==> config.mk <==
export PLATFORM = sky130hd
export DESIGN_NAME = chunk_stamp
export DESIGN_NICKNAME = d
export VERILOG_FILES = /design/src/hdl/chunk_stamp_pkg.sv /design/src/hdl/line_clear_if.sv /design/src/hdl/line_edge_sync.sv /design/src/hdl/chunk_stamp.sv
export VERILOG_INCLUDE_DIRS = /design/src /design/src/hdl
export SDC_FILE = /design/constraint.sdc
export NUM_CORES = 1
export LEC_CHECK = 0
export BUFFER_PORTS_ARGS = -buffer_cell sky130_fd_sc_hd__buf_4
export CORE_ASPECT_RATIO = 1.1
export CORE_MARGIN = 4
export CORE_UTILIZATION = 50
export DETAILED_ROUTE_END_ITERATION = 10
export PLACE_DENSITY = 0.74
export SLEW_MARGIN = 5
export SYNTH_ARGS = -nofsm -noshare
export SYNTH_HDL_FRONTEND = slang
export SYNTH_SLANG_ARGS = --single-unit
==> constraint.sdc <==
create_clock -name pclk -period 3.6 [get_ports pclk]
set_input_delay 0.72 -clock pclk [delete_from_list [all_inputs] [get_ports pclk]]
set_output_delay 0.72 -clock pclk [all_outputs]
set_load 0.02 [all_outputs]
==> src/hdl/chunk_stamp_params.svh <==
// constants, register map and field layout of the chunk stamp block
// Operation
// - 64-bit tick counter latched at trigger, appended
// - one tick represents 8 ns
// - tick counter restarts at camera reset
// - stamp taken at trigger, not readout
// - master enable gates every chunk kind
// - selector plus kind enable appends chunk
// - triggers numbered, count attached per image
// - 32-bit trigger count starts at one
// - after all ones wraps to zero
// - free-run mode makes trigger count unavailable
// - every trigger counts, even without frame
// - trigger count zero after power-up
// - host selects tally unit, trigger cause
// - clear origin line one, two, software, off
// - clear origin defaults to off
// - software clear command resets trigger count
// - counters wrap to zero after maximum
`ifndef CHUNK_STAMP_PARAMS_SVH
`define CHUNK_STAMP_PARAMS_SVH

// register byte offsets
`define REG_CHUNK_CTRL 12'h000
`define REG_CHUNK_ENA 12'h004
`define REG_CNT_CFG 12'h008
`define REG_CNT_CMD 12'h00C
`define REG_TS_LO 12'h010
`define REG_TS_HI 12'h014
`define REG_TRIG_CNT 12'h018
`define REG_STATUS 12'h01C
`define REG_CAP_TS_LO 12'h020
`define REG_CAP_TS_HI 12'h024
`define REG_CAP_TRIG 12'h028

// field positions
`define CTRL_MASTER_BIT 0
`define CTRL_FREERUN_BIT 1
`define KIND_LSB 0
`define KIND_W 2
`define CFG_ORIGIN_LSB 0
`define CFG_CAUSE_LSB 4
`define CFG_CHOICE_LSB 8
`define CMD_CLEAR_BIT 0
`define KIND_EN_BIT 31

// reset values
`define TICK_RESET 64'h0000_0000_0000_0000
`define TRIG_RESET 32'h0000_0000
`define TRIG_FIRST 32'h0000_0001

// timing
`define TICK_PERIOD_PS 8000
`define PCLK_PERIOD_PS 25000
// whole ticks per bus cycle and the residue carried between cycles
`define TICK_WHOLE (`PCLK_PERIOD_PS / `TICK_PERIOD_PS)
`define TICK_FRAC_PS (`PCLK_PERIOD_PS % `TICK_PERIOD_PS)
`define TICK_FRAC_RESET 16'h0000

`endif

==> src/hdl/chunk_stamp_pkg.sv <==
// types shared by the chunk stamp block
package chunk_stamp_pkg;
    typedef enum logic [1:0] {
        ORIGIN_OFF = 2'h0,
        ORIGIN_LINE_ONE = 2'h1,
        ORIGIN_LINE_TWO = 2'h2,
        ORIGIN_SOFTWARE = 2'h3
    } clear_origin_e;
    typedef enum logic [1:0] {
        KIND_TIMESTAMP = 2'h0,
        KIND_TRIGGER_COUNT = 2'h1
    } chunk_kind_e;
    typedef enum logic [1:0] {
        CAUSE_ACQ_TRIGGER = 2'h0,
        CAUSE_NONE = 2'h1
    } increment_cause_e;
    typedef enum logic [1:0] {
        CHOICE_TRIGGER_TALLY = 2'h0,
        CHOICE_OTHER = 2'h1
    } counter_choice_e;
endpackage

==> src/hdl/line_clear_if.sv <==
// link between the line edge detector and the stamp core
`timescale 1ns/10ps
interface line_clear_if;
    logic rise_one;
    logic rise_two;
    modport source (output rise_one, output rise_two);
    modport sink (input rise_one, input rise_two);
endinterface

==> src/hdl/line_edge_sync.sv <==
// two-stage synchroniser and rising edge pulses for input lines
`timescale 1ns/10ps
module line_edge_sync (
    input wire logic pclk, // bus clock
    input wire logic presetn, // async reset, active low
    input wire logic line_one, // input line one pin
    input wire logic line_two, // input line two pin
    line_clear_if.source edges // one-cycle rising edge pulses
);
    logic [1:0] meta;
    logic [1:0] stable;
    logic [1:0] prev;

    // synchronise then keep a delayed copy for edge detection
    always_ff @(posedge pclk or negedge presetn) begin
        if (!presetn) begin
            meta <= 2'h0;
            stable <= 2'h0;
            prev <= 2'h0;
        end else begin
            meta <= {line_two, line_one};
            stable <= meta;
            prev <= stable;
        end
    end

    // rising edges only
    assign edges.rise_one = stable[0] & ~prev[0];
    assign edges.rise_two = stable[1] & ~prev[1];
endmodule

==> src/hdl/chunk_stamp.sv <==
// tick timestamp and trigger tally with chunk appending, apb slave
//
// The APB register port and the placing of the registers are this design's own decisions.
`timescale 1ns/10ps
`include "chunk_stamp_params.svh"
module chunk_stamp (
    input wire logic pclk, // bus clock, 40 MHz
    input wire logic presetn, // async reset, active low
    input wire logic psel, // apb select
    input wire logic penable, // apb access phase
    input wire logic pwrite, // apb write
    input wire logic [11:0] paddr, // apb byte address
    input wire logic [31:0] pwdata, // apb write data
    output logic [31:0] prdata, // apb read data
    output logic pready, // apb ready
    output logic pslverr, // apb error
    input wire logic acq_trigger, // external trigger pulse, same clock
    input wire logic frame_start, // frame acquired for this trigger
    input wire logic line_one, // input line one pin
    input wire logic line_two, // input line two pin
    output logic chunk_valid, // one-cycle chunk data pulse
    output logic chunk_ts_en, // timestamp chunk attached
    output logic chunk_trig_en, // trigger count chunk attached
    output logic [63:0] chunk_ts, // latched timestamp
    output logic [31:0] chunk_trig // trigger count for image
);
    line_clear_if lines ();

    line_edge_sync u_sync (
        .pclk(pclk),
        .presetn(presetn),
        .line_one(line_one),
        .line_two(line_two),
        .edges(lines.source)
    );

    ////////////////////////////////////////////////////////////////////
    // control registers
    logic master_en;
    logic free_run;
    logic [1:0] kind_sel;
    logic [1:0] kind_en;
    chunk_stamp_pkg::clear_origin_e origin;
    chunk_stamp_pkg::increment_cause_e cause;
    chunk_stamp_pkg::counter_choice_e choice;
    logic next_master_en;
    logic next_free_run;
    logic [1:0] next_kind_sel;
    logic [1:0] next_kind_en;
    chunk_stamp_pkg::clear_origin_e next_origin;
    chunk_stamp_pkg::increment_cause_e next_cause;
    chunk_stamp_pkg::counter_choice_e next_choice;
    logic wr;
    logic rd;
    logic sw_clear;

    assign wr = psel & penable & pwrite;
    assign rd = psel & penable & ~pwrite;
    assign pready = 1'b1;

    // decode an address against the mapped set
    function automatic logic mapped(input logic [11:0] a);
        case (a)
            `REG_CHUNK_CTRL, `REG_CHUNK_ENA, `REG_CNT_CFG, `REG_CNT_CMD,
            `REG_TS_LO, `REG_TS_HI, `REG_TRIG_CNT, `REG_STATUS,
            `REG_CAP_TS_LO, `REG_CAP_TS_HI, `REG_CAP_TRIG: mapped = 1'b1;
            default: mapped = 1'b0;
        endcase
    endfunction

    assign pslverr = psel & penable & ~mapped(paddr);

    // next control values from register writes
    always_comb begin
        next_master_en = master_en;
        next_free_run = free_run;
        next_kind_sel = kind_sel;
        next_kind_en = kind_en;
        next_origin = origin;
        next_cause = cause;
        next_choice = choice;
        if (wr && paddr == `REG_CHUNK_CTRL) begin
            next_master_en = pwdata[`CTRL_MASTER_BIT];
            next_free_run = pwdata[`CTRL_FREERUN_BIT];
            if (!pwdata[`CTRL_MASTER_BIT]) begin
                next_kind_en = 2'h0;
            end
        end
        if (wr && paddr == `REG_CHUNK_ENA) begin
            next_kind_sel = pwdata[`KIND_LSB +: `KIND_W];
            // enable only while master is on, kinds 0 and 1 exist
            if (master_en && pwdata[`KIND_LSB + 1] == 1'b0) begin
                next_kind_en[pwdata[`KIND_LSB]] = pwdata[`KIND_EN_BIT];
            end
        end
        if (wr && paddr == `REG_CNT_CFG) begin
            next_choice = chunk_stamp_pkg::counter_choice_e'(
                pwdata[`CFG_CHOICE_LSB +: 2]);
            // cause and origin are only written when the trigger tally is chosen
            if (pwdata[`CFG_CHOICE_LSB +: 2] == 2'(chunk_stamp_pkg::CHOICE_TRIGGER_TALLY)) begin
                next_cause = chunk_stamp_pkg::increment_cause_e'(
                    pwdata[`CFG_CAUSE_LSB +: 2]);
                next_origin = chunk_stamp_pkg::clear_origin_e'(
                    pwdata[`CFG_ORIGIN_LSB +: 2]);
            end
        end
    end

    // register the control state
    always_ff @(posedge pclk or negedge presetn) begin
        if (!presetn) begin
            master_en <= 1'b0;
            free_run <= 1'b0;
            kind_sel <= 2'h0;
            kind_en <= 2'h0;
            origin <= chunk_stamp_pkg::ORIGIN_OFF;
            cause <= chunk_stamp_pkg::CAUSE_ACQ_TRIGGER;
            choice <= chunk_stamp_pkg::CHOICE_TRIGGER_TALLY;
        end else begin
            master_en <= next_master_en;
            free_run <= next_free_run;
            kind_sel <= next_kind_sel;
            kind_en <= next_kind_en;
            origin <= next_origin;
            cause <= next_cause;
            choice <= next_choice;
        end
    end

    assign sw_clear = wr && paddr == `REG_CNT_CMD && pwdata[`CMD_CLEAR_BIT];

    ////////////////////////////////////////////////////////////////////
    // counters
    logic [63:0] tick;
    logic [15:0] tick_frac;
    logic [15:0] next_tick_frac;
    logic [15:0] frac_sum;
    logic [31:0] trig_cnt;
    logic first_cycle;
    logic [63:0] next_tick;
    logic [31:0] next_trig_cnt;
    logic next_first_cycle;
    logic clear_req;
    logic count_trig;
    logic tally_on;

    // clear request from the selected origin
    always_comb begin
        unique case (origin)
            chunk_stamp_pkg::ORIGIN_OFF: clear_req = 1'b0;
            chunk_stamp_pkg::ORIGIN_LINE_ONE: clear_req = lines.rise_one;
            chunk_stamp_pkg::ORIGIN_LINE_TWO: clear_req = lines.rise_two;
            chunk_stamp_pkg::ORIGIN_SOFTWARE: clear_req = sw_clear;
        endcase
    end

    assign tally_on = ~free_run & (cause == chunk_stamp_pkg::CAUSE_ACQ_TRIGGER);
    assign count_trig = acq_trigger & tally_on;

    // tick advances 3 or 4 units per bus cycle, residue carried keeps 8 ns per unit
    always_comb begin
        frac_sum = tick_frac + 16'(`TICK_FRAC_PS);
        if (frac_sum >= 16'(`TICK_PERIOD_PS)) begin
            next_tick_frac = frac_sum - 16'(`TICK_PERIOD_PS);
            next_tick = tick + 64'(`TICK_WHOLE) + 64'h0000_0000_0000_0001;
        end else begin
            next_tick_frac = frac_sum;
            next_tick = tick + 64'(`TICK_WHOLE);
        end
        next_trig_cnt = trig_cnt;
        next_first_cycle = first_cycle;
        if (clear_req) begin
            next_trig_cnt = `TRIG_RESET;
            next_first_cycle = 1'b0;
        end else if (count_trig) begin
            if (first_cycle && trig_cnt == `TRIG_RESET) begin
                next_trig_cnt = `TRIG_FIRST;
            end else begin
                next_trig_cnt = trig_cnt + 32'h0000_0001;
            end
        end
        // a clear in the same cycle as a trigger still counts that trigger, count becomes one
        if (clear_req && count_trig) begin
            next_trig_cnt = `TRIG_FIRST;
        end
    end

    // counter registers
    always_ff @(posedge pclk or negedge presetn) begin
        if (!presetn) begin
            tick <= `TICK_RESET;
            tick_frac <= `TICK_FRAC_RESET;
            trig_cnt <= `TRIG_RESET;
            first_cycle <= 1'b1;
        end else begin
            tick <= next_tick;
            tick_frac <= next_tick_frac;
            trig_cnt <= next_trig_cnt;
            first_cycle <= next_first_cycle;
        end
    end

    ////////////////////////////////////////////////////////////////////
    // chunk capture
    logic [63:0] next_chunk_ts;
    logic [31:0] next_chunk_trig;
    logic next_chunk_valid;
    logic next_ts_en;
    logic next_trig_en;

    // stamp and count taken at the trigger, presented at frame start
    always_comb begin
        next_chunk_ts = chunk_ts;
        next_chunk_trig = chunk_trig;
        next_chunk_valid = 1'b0;
        next_ts_en = chunk_ts_en;
        next_trig_en = chunk_trig_en;
        if (acq_trigger) begin
            next_chunk_ts = tick;
            next_chunk_trig = tally_on ? next_trig_cnt : `TRIG_RESET;
        end
        if (frame_start) begin
            next_chunk_valid = master_en;
            next_ts_en = master_en & kind_en[0];
            next_trig_en = master_en & kind_en[1] & tally_on;
        end
    end

    // chunk output registers
    always_ff @(posedge pclk or negedge presetn) begin
        if (!presetn) begin
            chunk_ts <= `TICK_RESET;
            chunk_trig <= `TRIG_RESET;
            chunk_valid <= 1'b0;
            chunk_ts_en <= 1'b0;
            chunk_trig_en <= 1'b0;
        end else begin
            chunk_ts <= next_chunk_ts;
            chunk_trig <= next_chunk_trig;
            chunk_valid <= next_chunk_valid;
            chunk_ts_en <= next_ts_en;
            chunk_trig_en <= next_trig_en;
        end
    end

    ////////////////////////////////////////////////////////////////////
    // read mux
    always_comb begin
        prdata = 32'h0000_0000;
        if (rd) begin
            case (paddr)
                `REG_CHUNK_CTRL: prdata = {30'h0, free_run, master_en};
                `REG_CHUNK_ENA: prdata = {kind_en[kind_sel[0]], 29'h0, kind_sel};
                `REG_CNT_CFG: prdata = {22'h0, choice, 2'h0, cause, 2'h0, origin};
                `REG_TS_LO: prdata = tick[31:0];
                `REG_TS_HI: prdata = tick[63:32];
                `REG_TRIG_CNT: prdata = trig_cnt;
                `REG_STATUS: prdata = {29'h0, tally_on, kind_en};
                `REG_CAP_TS_LO: prdata = chunk_ts[31:0];
                `REG_CAP_TS_HI: prdata = chunk_ts[63:32];
                `REG_CAP_TRIG: prdata = chunk_trig;
                default: prdata = 32'h0000_0000;
            endcase
        end
    end
endmodule

==> impl_summary.log, run 1 <==
INFO  metric dpl_worst_slack = -71.0 ps
INFO  metric synth_edf_count = 0
INFO  metric unrepaired_setup_endpoints_after_global_routing = yes
INFO  metric rows = 62
INFO  metric mostFrequentLayoutCells = 301 x sky130_fd_sc_hd__buf_4, 223 x sky130_fd_sc_hd__dfrtp_1, 122 x sky130_fd_sc_hd__nand2_1
INFO  metric initial_core_util = 51.2%
INFO  metric grt_remaining_overflow = 0
INFO  metric final_util = 65.0%
INFO  metric global_route.usage.total = 29.2%
INFO  metric worst_setup_hold_path_clk_slew = 60 ps
INFO  metric layout.cells.non_filler = 2036
INFO  metric drt-total-wl = 44600 um
INFO  metric initial_detailed_routing_violation_count = 1156
INFO  metric setup_viol = 0
INFO  metric final.period_utilization = 98.4%
INFO  metric finalSetupTns = 0 ps
INFO  metric avgViaCountPerCell = 6.10
INFO  metric fillers = 2173
INFO  metric post_synthesis_cell_area = 13500 um2
INFO  metric design.die.area = 29700 um2
INFO  metric synth_async_sr_flop_share = 100%
INFO  metric worstMarginPinSlew = 663 ps
INFO  metric setup_ws = 57.2 ps
INFO  metric postSynthRegisterBits = 227
INFO  metric detail_route.wl_per_cell = 21.9 um
INFO  metric critPathRequiredTime = 4020 ps
INFO  metric seq_area_frac_synth = 42.1%
INFO  metric use_met2 = 47.0%
INFO  metric synth_fp_nets = 1483
INFO  metric worstHoldPathType = input port to asynchronous set/reset pin
INFO  metric first_global_vias = 12300
INFO  metric irDropWorstVdd = 0.343 mV
INFO  metric clockRootBuffer = sky130_fd_sc_hd__clkbuf_16
INFO  metric insertedDiodeCount = 0
INFO  metric grt_max_degree = 62
INFO  metric x_dimension_of_the_die = 165 um
INFO  metric final_common_cell = sky130_fd_sc_hd__buf_4
INFO  metric cpPeakStageDelay = 520 ps
INFO  metric insertion_delay = 550 ps
INFO  metric syn_area_per_cell = 9.48 um2
INFO  metric layout-area-overhead-vs-synth = 27.0%
INFO  metric timing.final.max_slew_violations = 0
INFO  metric multi_input_area = 7530 um2
INFO  metric numCtsBuffers = 26
INFO  metric worstSetupStartpointType = flip-flop
INFO  metric worstPathArrival = 3960 ps
INFO  metric fp.dieH = 180 um
INFO  metric synth_flop_cell = sky130_fd_sc_hd__dfrtp_1
INFO  metric drc = 0
INFO  metric hpwl = 33100 um
INFO  metric clkSinkCount = 227
INFO  metric placer_congestion = 0.989
INFO  metric fp.coreArea = 26400 um2
INFO  metric max_clock_freq = 282 MHz
INFO  metric area_fraction_of_the_dominant_cell_type_after_synthesis = 41.9%
INFO  metric final_net_count = 1727
INFO  metric h-tree-depth = 1
INFO  metric gr-max-usage-layer = met2
INFO  metric use_met3 = 4.07%
INFO  metric regArea = 5690 um2
INFO  metric cp_max_fo = 8
INFO  metric iteration_count_of_the_initial_detailed_routing_pass = 6
INFO  metric vias = 12400
INFO  metric power_per_cell_area = 343 nW/um2
INFO  metric dp.cells = 1985
INFO  metric grt_met1_use = 39.8%
INFO  metric cp-end-kind = flip-flop
INFO  metric ys_warn_count = 0
INFO  metric layout_min_cycle_time = 3540 ps
INFO  metric num_io_pins = 186
INFO  metric status = completed
INFO  metric crit_chain = buf_4 -> o211ai_2 -> or4_4 -> or4b_4 -> a21boi_1 -> and4bb_1 -> or4b_4 -> nor4_4 -> buf_6 -> nand3_4 -> xnor2_2
INFO  metric post_synth_num_cell_types = 75
INFO  metric layout-drive-gt1-share = 29.2%
INFO  metric criticalPathCategory = flip-flop to flip-flop
INFO  metric drtAntennaViolNets = 0
INFO  metric cellLeakagePower = 7.46 nW
INFO  metric top_cells_by_area_synth = sky130_fd_sc_hd__dfrtp_1 42%, sky130_fd_sc_hd__mux2_2 6.3%, sky130_fd_sc_hd__xnor2_1 6.2%
INFO  metric cts_buffer_depth = 3
INFO  metric initial_antenna_violation_count = 0
INFO  metric worst_slew_margin_rel = 55.8%
INFO  metric slowest_stage = sky130_fd_sc_hd__or4b_4
INFO  metric max-cap-violations = 0
INFO  metric cts_tree = done
INFO  metric finalHoldViolCount = 0
INFO  metric path_common_cell = sky130_fd_sc_hd__or4b_4
INFO  metric buffer_ports.inserted = 159
INFO  metric synth_cells = 1424
INFO  metric worst_skew = 20.7 ps
INFO  metric grt_first_pass_wirelength = 68800 um
INFO  metric synth_top_area_cell = sky130_fd_sc_hd__dfrtp_1
==> synth_stat cells, types with 3 or more instances <==
cell type and number:
sky130_fd_sc_hd__a31oi_1 11, sky130_fd_sc_hd__buf_2 21, sky130_fd_sc_hd__nand3b_1 8, sky130_fd_sc_hd__or4b_2 3, sky130_fd_sc_hd__or3_1 12, sky130_fd_sc_hd__nor3b_1 3, sky130_fd_sc_hd__or2_2 3, sky130_fd_sc_hd__mux4_2 3
sky130_fd_sc_hd__ha_1 6, sky130_fd_sc_hd__inv_1 42, sky130_fd_sc_hd__o31a_1 3, sky130_fd_sc_hd__o2bb2ai_1 12, sky130_fd_sc_hd__nand4b_1 6, sky130_fd_sc_hd__nand4_1 44, sky130_fd_sc_hd__and3_1 18, sky130_fd_sc_hd__nand2_1 125
sky130_fd_sc_hd__mux2i_1 58, sky130_fd_sc_hd__and4_1 18, sky130_fd_sc_hd__nor4_1 32, sky130_fd_sc_hd__nor4b_1 3, sky130_fd_sc_hd__xor2_1 69, sky130_fd_sc_hd__o31ai_1 3, sky130_fd_sc_hd__nand2b_1 9, sky130_fd_sc_hd__mux2_2 75
sky130_fd_sc_hd__nand3_1 54, sky130_fd_sc_hd__o32ai_1 3, sky130_fd_sc_hd__o22ai_1 32, sky130_fd_sc_hd__xnor2_1 95, sky130_fd_sc_hd__and2_1 20, sky130_fd_sc_hd__nor2_1 119, sky130_fd_sc_hd__or4_1 10, sky130_fd_sc_hd__a21oi_1 15
sky130_fd_sc_hd__clkbuf_1 60, sky130_fd_sc_hd__buf_1 14, sky130_fd_sc_hd__dfrtp_1 226, sky130_fd_sc_hd__a22oi_1 39, sky130_fd_sc_hd__o21ai_0 63, sky130_fd_sc_hd__a22o_1 3, sky130_fd_sc_hd__nor3_1 29, sky130_fd_sc_hd__a211oi_1 7
==> worst max-delay path: cells and delay by family (launching register included) <==
kind | cells | cell delay [ps]
AO/OA/AOI/OAI | 2 | 320
XOR/XNOR | 1 | 130
buffers and inverters | 2 | 400
flip-flops | 1 | 350
AND/OR/NAND/NOR | 6 | 2210
==> flip-flops by register name, indices dropped and copies added (netlist names), named ones only <==
signal and flops:
chunk_valid 1, tick_frac 13, kind_sel 2, trig_cnt 32
u_sync.meta 2, chunk_trig_en 1, master_en 1, cause 2
first_cycle 1, u_sync.prev 2, origin 2, free_run 1
kind_en 1, chunk_ts 64, chunk_trig 32, choice 2
u_sync.stable 2, chunk_ts_en 1, tick 64
==> per-layer routing <==
metal | part of all wire [%] | up-vias
met1 | 41 | 6152
met3 | 7.4 | 130
li1 | - | 5612
met2 | 47 | 521
met4 | 4.4 | 0
met5 | 0 | -
==> cell type report <==
class / count / area share, %
inverters: 42 / 0.920
repair buffers: 313 / 14.4
clock buffers: 34 / 4.27
well taps: 352 / 2.57
multi-input cells: 1058 / 43.9
flip-flops and latches: 227 / 33.2
clock inverters: 10 / 0.774
==> final timing paths <==
path / from / endpoint / slack [ps] / depth (start not counted)
setup / recovery: tick[0] / tick[55] / 60 / 11
hold / removal: presetn / tick_frac[11] / 110 / 1
setup reg to reg: tick[0] / tick[55] / 60 / 11
hold reg to reg: u_sync.meta[1] / u_sync.stable[1] / 350 / 0
max in group asynchronous: presetn / trig_cnt[2] / 2590 / 2
min in group pclk: line_two / u_sync.meta[1] / 280 / 1
==> power by group <==
group / leakage [nW] / switching [W] / internal, W
sequential: 3.06 / 0.0000915 / 0.00261
combinational: 3.97 / 0.000274 / 0.000174
clock: 0.430 / 0.00108 / 0.00164
total: 7.46 / 0.00145 / 0.00442
==> through the flow <==
step                      power [W]  instance area (um2)  hold WS, ps
after global routing        0.00606                17100          132
after CTS                   0.00589                16800          117
after global placement      0.00318                16000          337
final                       0.00587                17100          105
after floorplan             0.00296                13500          331
after detailed placement    0.00320                16000          341
==> cells by family after synthesis <==
kind of cell / after synthesis / share of synthesized area (%)
buffers and inverters: 139 / 4.10
XOR/XNOR: 164 / 10.6
other: 1 / 0.0278
adder cells (fa/ha/maj): 6 / 0.556
AO/OA/AOI/OAI: 217 / 10.6
AND/OR/NAND/NOR: 534 / 20.9
flip-flops: 227 / 42.1
multiplexers: 136 / 11.1
==> what timing repair did <==
item	in CTS	in global routing
pin swaps	2	21
buffers inserted	1	6
setup endpoints to repair	12	35
gates resized for setup	6	49
hold buffers	0	0
No activity file was read; power rests on OpenSTA's default activity.
==> run 2, diff against run 1 <==
- REMOVE_ABC_BUFFERS: unset -> 1
==> run 2 against run 1 <==
  * Sequential cell count is the same
  * First-iteration DRC count shrank 2.7%
  * Register-to-register slack is essentially flat
  * Count of clock-buffer cells in the layout grew 4
  * Fmax is essentially flat
  * Cell count shrank 0.98%
  * Critical path type unchanged
==> impl_summary.log, run 2 (synthesized netlist as in run 1, its figures left out) <==
INFO  metric status = completed
INFO  metric unrepaired_setup_endpoints_after_global_routing = yes
INFO  metric fp.coreArea = 26400 um2
INFO  metric use_met2 = 45.8%
INFO  metric numCtsBuffers = 25
INFO  metric timing.final.max_slew_violations = 0
INFO  metric clock_power_share = 43.2%
INFO  metric worstSetupStartpointType = flip-flop
INFO  metric avgViaCountPerCell = 6.03
INFO  metric cts_tree = done
INFO  metric rows = 62
INFO  metric buffer_ports.inserted = 159
INFO  metric worstPathArrival = 3940 ps
INFO  metric layout-drive-gt1-share = 26.6%
INFO  metric r2r.worst_path.cells = 12
INFO  metric drc = 0
INFO  metric max_clock_freq = 282 MHz
INFO  metric drtAntennaViolNets = 0
INFO  metric num_io_pins = 186
INFO  metric iteration_count_of_the_initial_detailed_routing_pass = 6
INFO  metric drt-total-wl = 42000 um
INFO  metric design.die.area = 29700 um2
INFO  metric final_common_cell = sky130_fd_sc_hd__buf_4
INFO  metric worstHoldPathType = input port to asynchronous set/reset pin
INFO  metric r2r_end = tick[54]
INFO  metric mostFrequentLayoutCells = 285 x sky130_fd_sc_hd__buf_4, 226 x sky130_fd_sc_hd__dfrtp_1, 124 x sky130_fd_sc_hd__nand2_1
INFO  metric h-tree-depth = 1
INFO  metric detail_route.wl_per_cell = 20.8 um
INFO  metric critPathRequiredTime = 4000 ps
INFO  metric worst_skew = 11.6 ps
INFO  metric insertion_delay = 520 ps
INFO  metric placer_congestion = 0.965
INFO  metric worstMarginPinSlew = 811 ps
INFO  metric post_cts_hold_buffer_count = 0
INFO  metric use_met3 = 3.82%
INFO  metric grt_met1_use = 37.0%
INFO  metric finalHoldViolCount = 0
INFO  metric x_dimension_of_the_die = 165 um
INFO  metric largestRegisters = chunk_ts x64, tick x64
INFO  metric initial_detailed_routing_violation_count = 1125
INFO  metric fp.dieH = 180 um
INFO  metric gr-max-usage-layer = met2
INFO  metric seqPwrFrac = 48.7%
INFO  metric irDropWorstVdd = 0.239 mV
INFO  metric fin_worst_hold_slack = 122 ps
INFO  metric power_per_cell_area = 333 nW/um2
INFO  metric grt_remaining_overflow = 0
INFO  metric cp-end-kind = flip-flop
INFO  metric vias = 12200
INFO  metric power.combinational.fraction = 8.1%
INFO  metric r2r_setup_slack = 60 ps
INFO  metric worst_slew_margin_rel = 45.9%
INFO  metric finalSetupTns = 0 ps
INFO  metric cpPeakStageDelay = 630 ps
INFO  metric setup_viol = 0
INFO  metric first_global_vias = 12000
INFO  metric p_int = 0.00417 W
INFO  metric cts_buffer_depth = 3
INFO  metric cp_max_fo = 5
INFO  metric grt_max_degree = 86
INFO  metric crit_chain = inv_1 -> ha_2 -> nand4b_1 -> buf_4 -> or4_4 -> a22oi_2 -> nand3b_1 -> or4b_4 -> nor4_4 -> buf_4 -> nand4_1 -> xor2_1
INFO  metric global_route.usage.total = 27.4%
INFO  metric slowest_stage = sky130_fd_sc_hd__or4b_4
INFO  metric power.switching_fraction = 24.9%
INFO  metric initial_core_util = 51.2%
INFO  metric clockRootBuffer = sky130_fd_sc_hd__clkbuf_16
INFO  metric cp.depth = 12
INFO  metric worst_path_top_cell_family_by_delay = simple AND/OR/NAND/NOR gates
INFO  metric criticalPathCategory = flip-flop to flip-flop
INFO  metric max-cap-violations = 0
INFO  metric layout-area-overhead-vs-synth = 23.6%
INFO  metric worst_r2r_startpoint = tick[0]
INFO  metric path_common_cell = sky130_fd_sc_hd__buf_4
INFO  metric grt_first_pass_wirelength = 65500 um
INFO  metric final_net_count = 1705
INFO  metric hpwl = 31700 um
INFO  metric total_net_switching_power = 0.00138 W
INFO  metric initial_antenna_violation_count = 0
INFO  metric critical_path.n_buffers_inverters = 3
INFO  metric worst_setup_hold_path_clk_slew = 60 ps
INFO  metric layout_min_cycle_time = 3540 ps
INFO  metric cellLeakagePower = 7.20 nW
INFO  metric clkSinkCount = 227
INFO  metric final.period_utilization = 98.4%
[run 2: cell count changes in the layout (fill, tap and decap cells not counted), sizes merged]
| cell | previous run | this run |
|---|---|---|
| clkinv | 6 | 3 |
| bufinv | 3 | 0 |
| clkbuf | 34 | 38 |
| diode | 0 | 1 |
| buf | 313 | 292 |
| clkinvlp | 0 | 2 |
[run 2: worst max-delay path by stage]
stage,to,slack (ps),from
floorplan,prdata[9],-800,paddr[1]
global placement,tick[61],100,tick[0]
detailed placement,tick[61],-40,tick[0]
CTS,tick[61],5,tick[0]
global route,tick[50],-30,tick[0]
finish,tick[54],60,tick[0]
[run 2: routing by layer]
layer	up-vias	part of all wire, %
met1	6007	41
met5	-	0
met2	488	49
met4	0	3.0
li1	5570	-
met3	93	6.8
[run 2: power groups by stage]
| stage | Clock, W | Sequential [W] | Combinational, W |
|---|---|---|---|
| after floorplan | 0 | 0.00275 | 0.000164 |
| after global placement | 0 | 0.00274 | 0.000438 |
| after detailed placement | 0 | 0.00275 | 0.000449 |
| after CTS | 0.00244 | 0.00270 | 0.000449 |
| after global routing | 0.00255 | 0.00271 | 0.000480 |
| final | 0.00240 | 0.00271 | 0.000447 |
[run 2: area by class of cell]
cell class | count | area [um2]
flip-flops and latches | 227 | 5680
repair buffers | 292 | 2270
clock buffers | 38 | 724
inverters | 42 | 158
diodes | 1 | 2.50
clock inverters | 6 | 38.8
well taps | 352 | 440
fillers | 2196 | 9690
multi-input cells | 1058 | 7370
[run 2: repair_timing]
action / 4_1_cts / 5_1_grt
pin swaps: 0 / 7
resized for setup: 1 / 20
endpoints found under the setup margin: 7 / 30
buffers inserted: 1 / 2
[run 2: stage by stage]
stage | setup WS (ps) | cell area [um2] | total power (W) | utilization (%) | std cells
floorplan | -799 | 13100 | 0.00291 | - | 1327
global placement | 98.9 | 15800 | 0.00318 | 59.9 | 1968
detailed placement | -38.1 | 15800 | 0.00320 | 59.9 | 1968
CTS | 5.11 | 16600 | 0.00559 | 62.8 | 2013
global route | -27.7 | 16700 | 0.00574 | 63.2 | 2015
finish | 59.2 | 16700 | 0.00555 | 63.2 | 2016
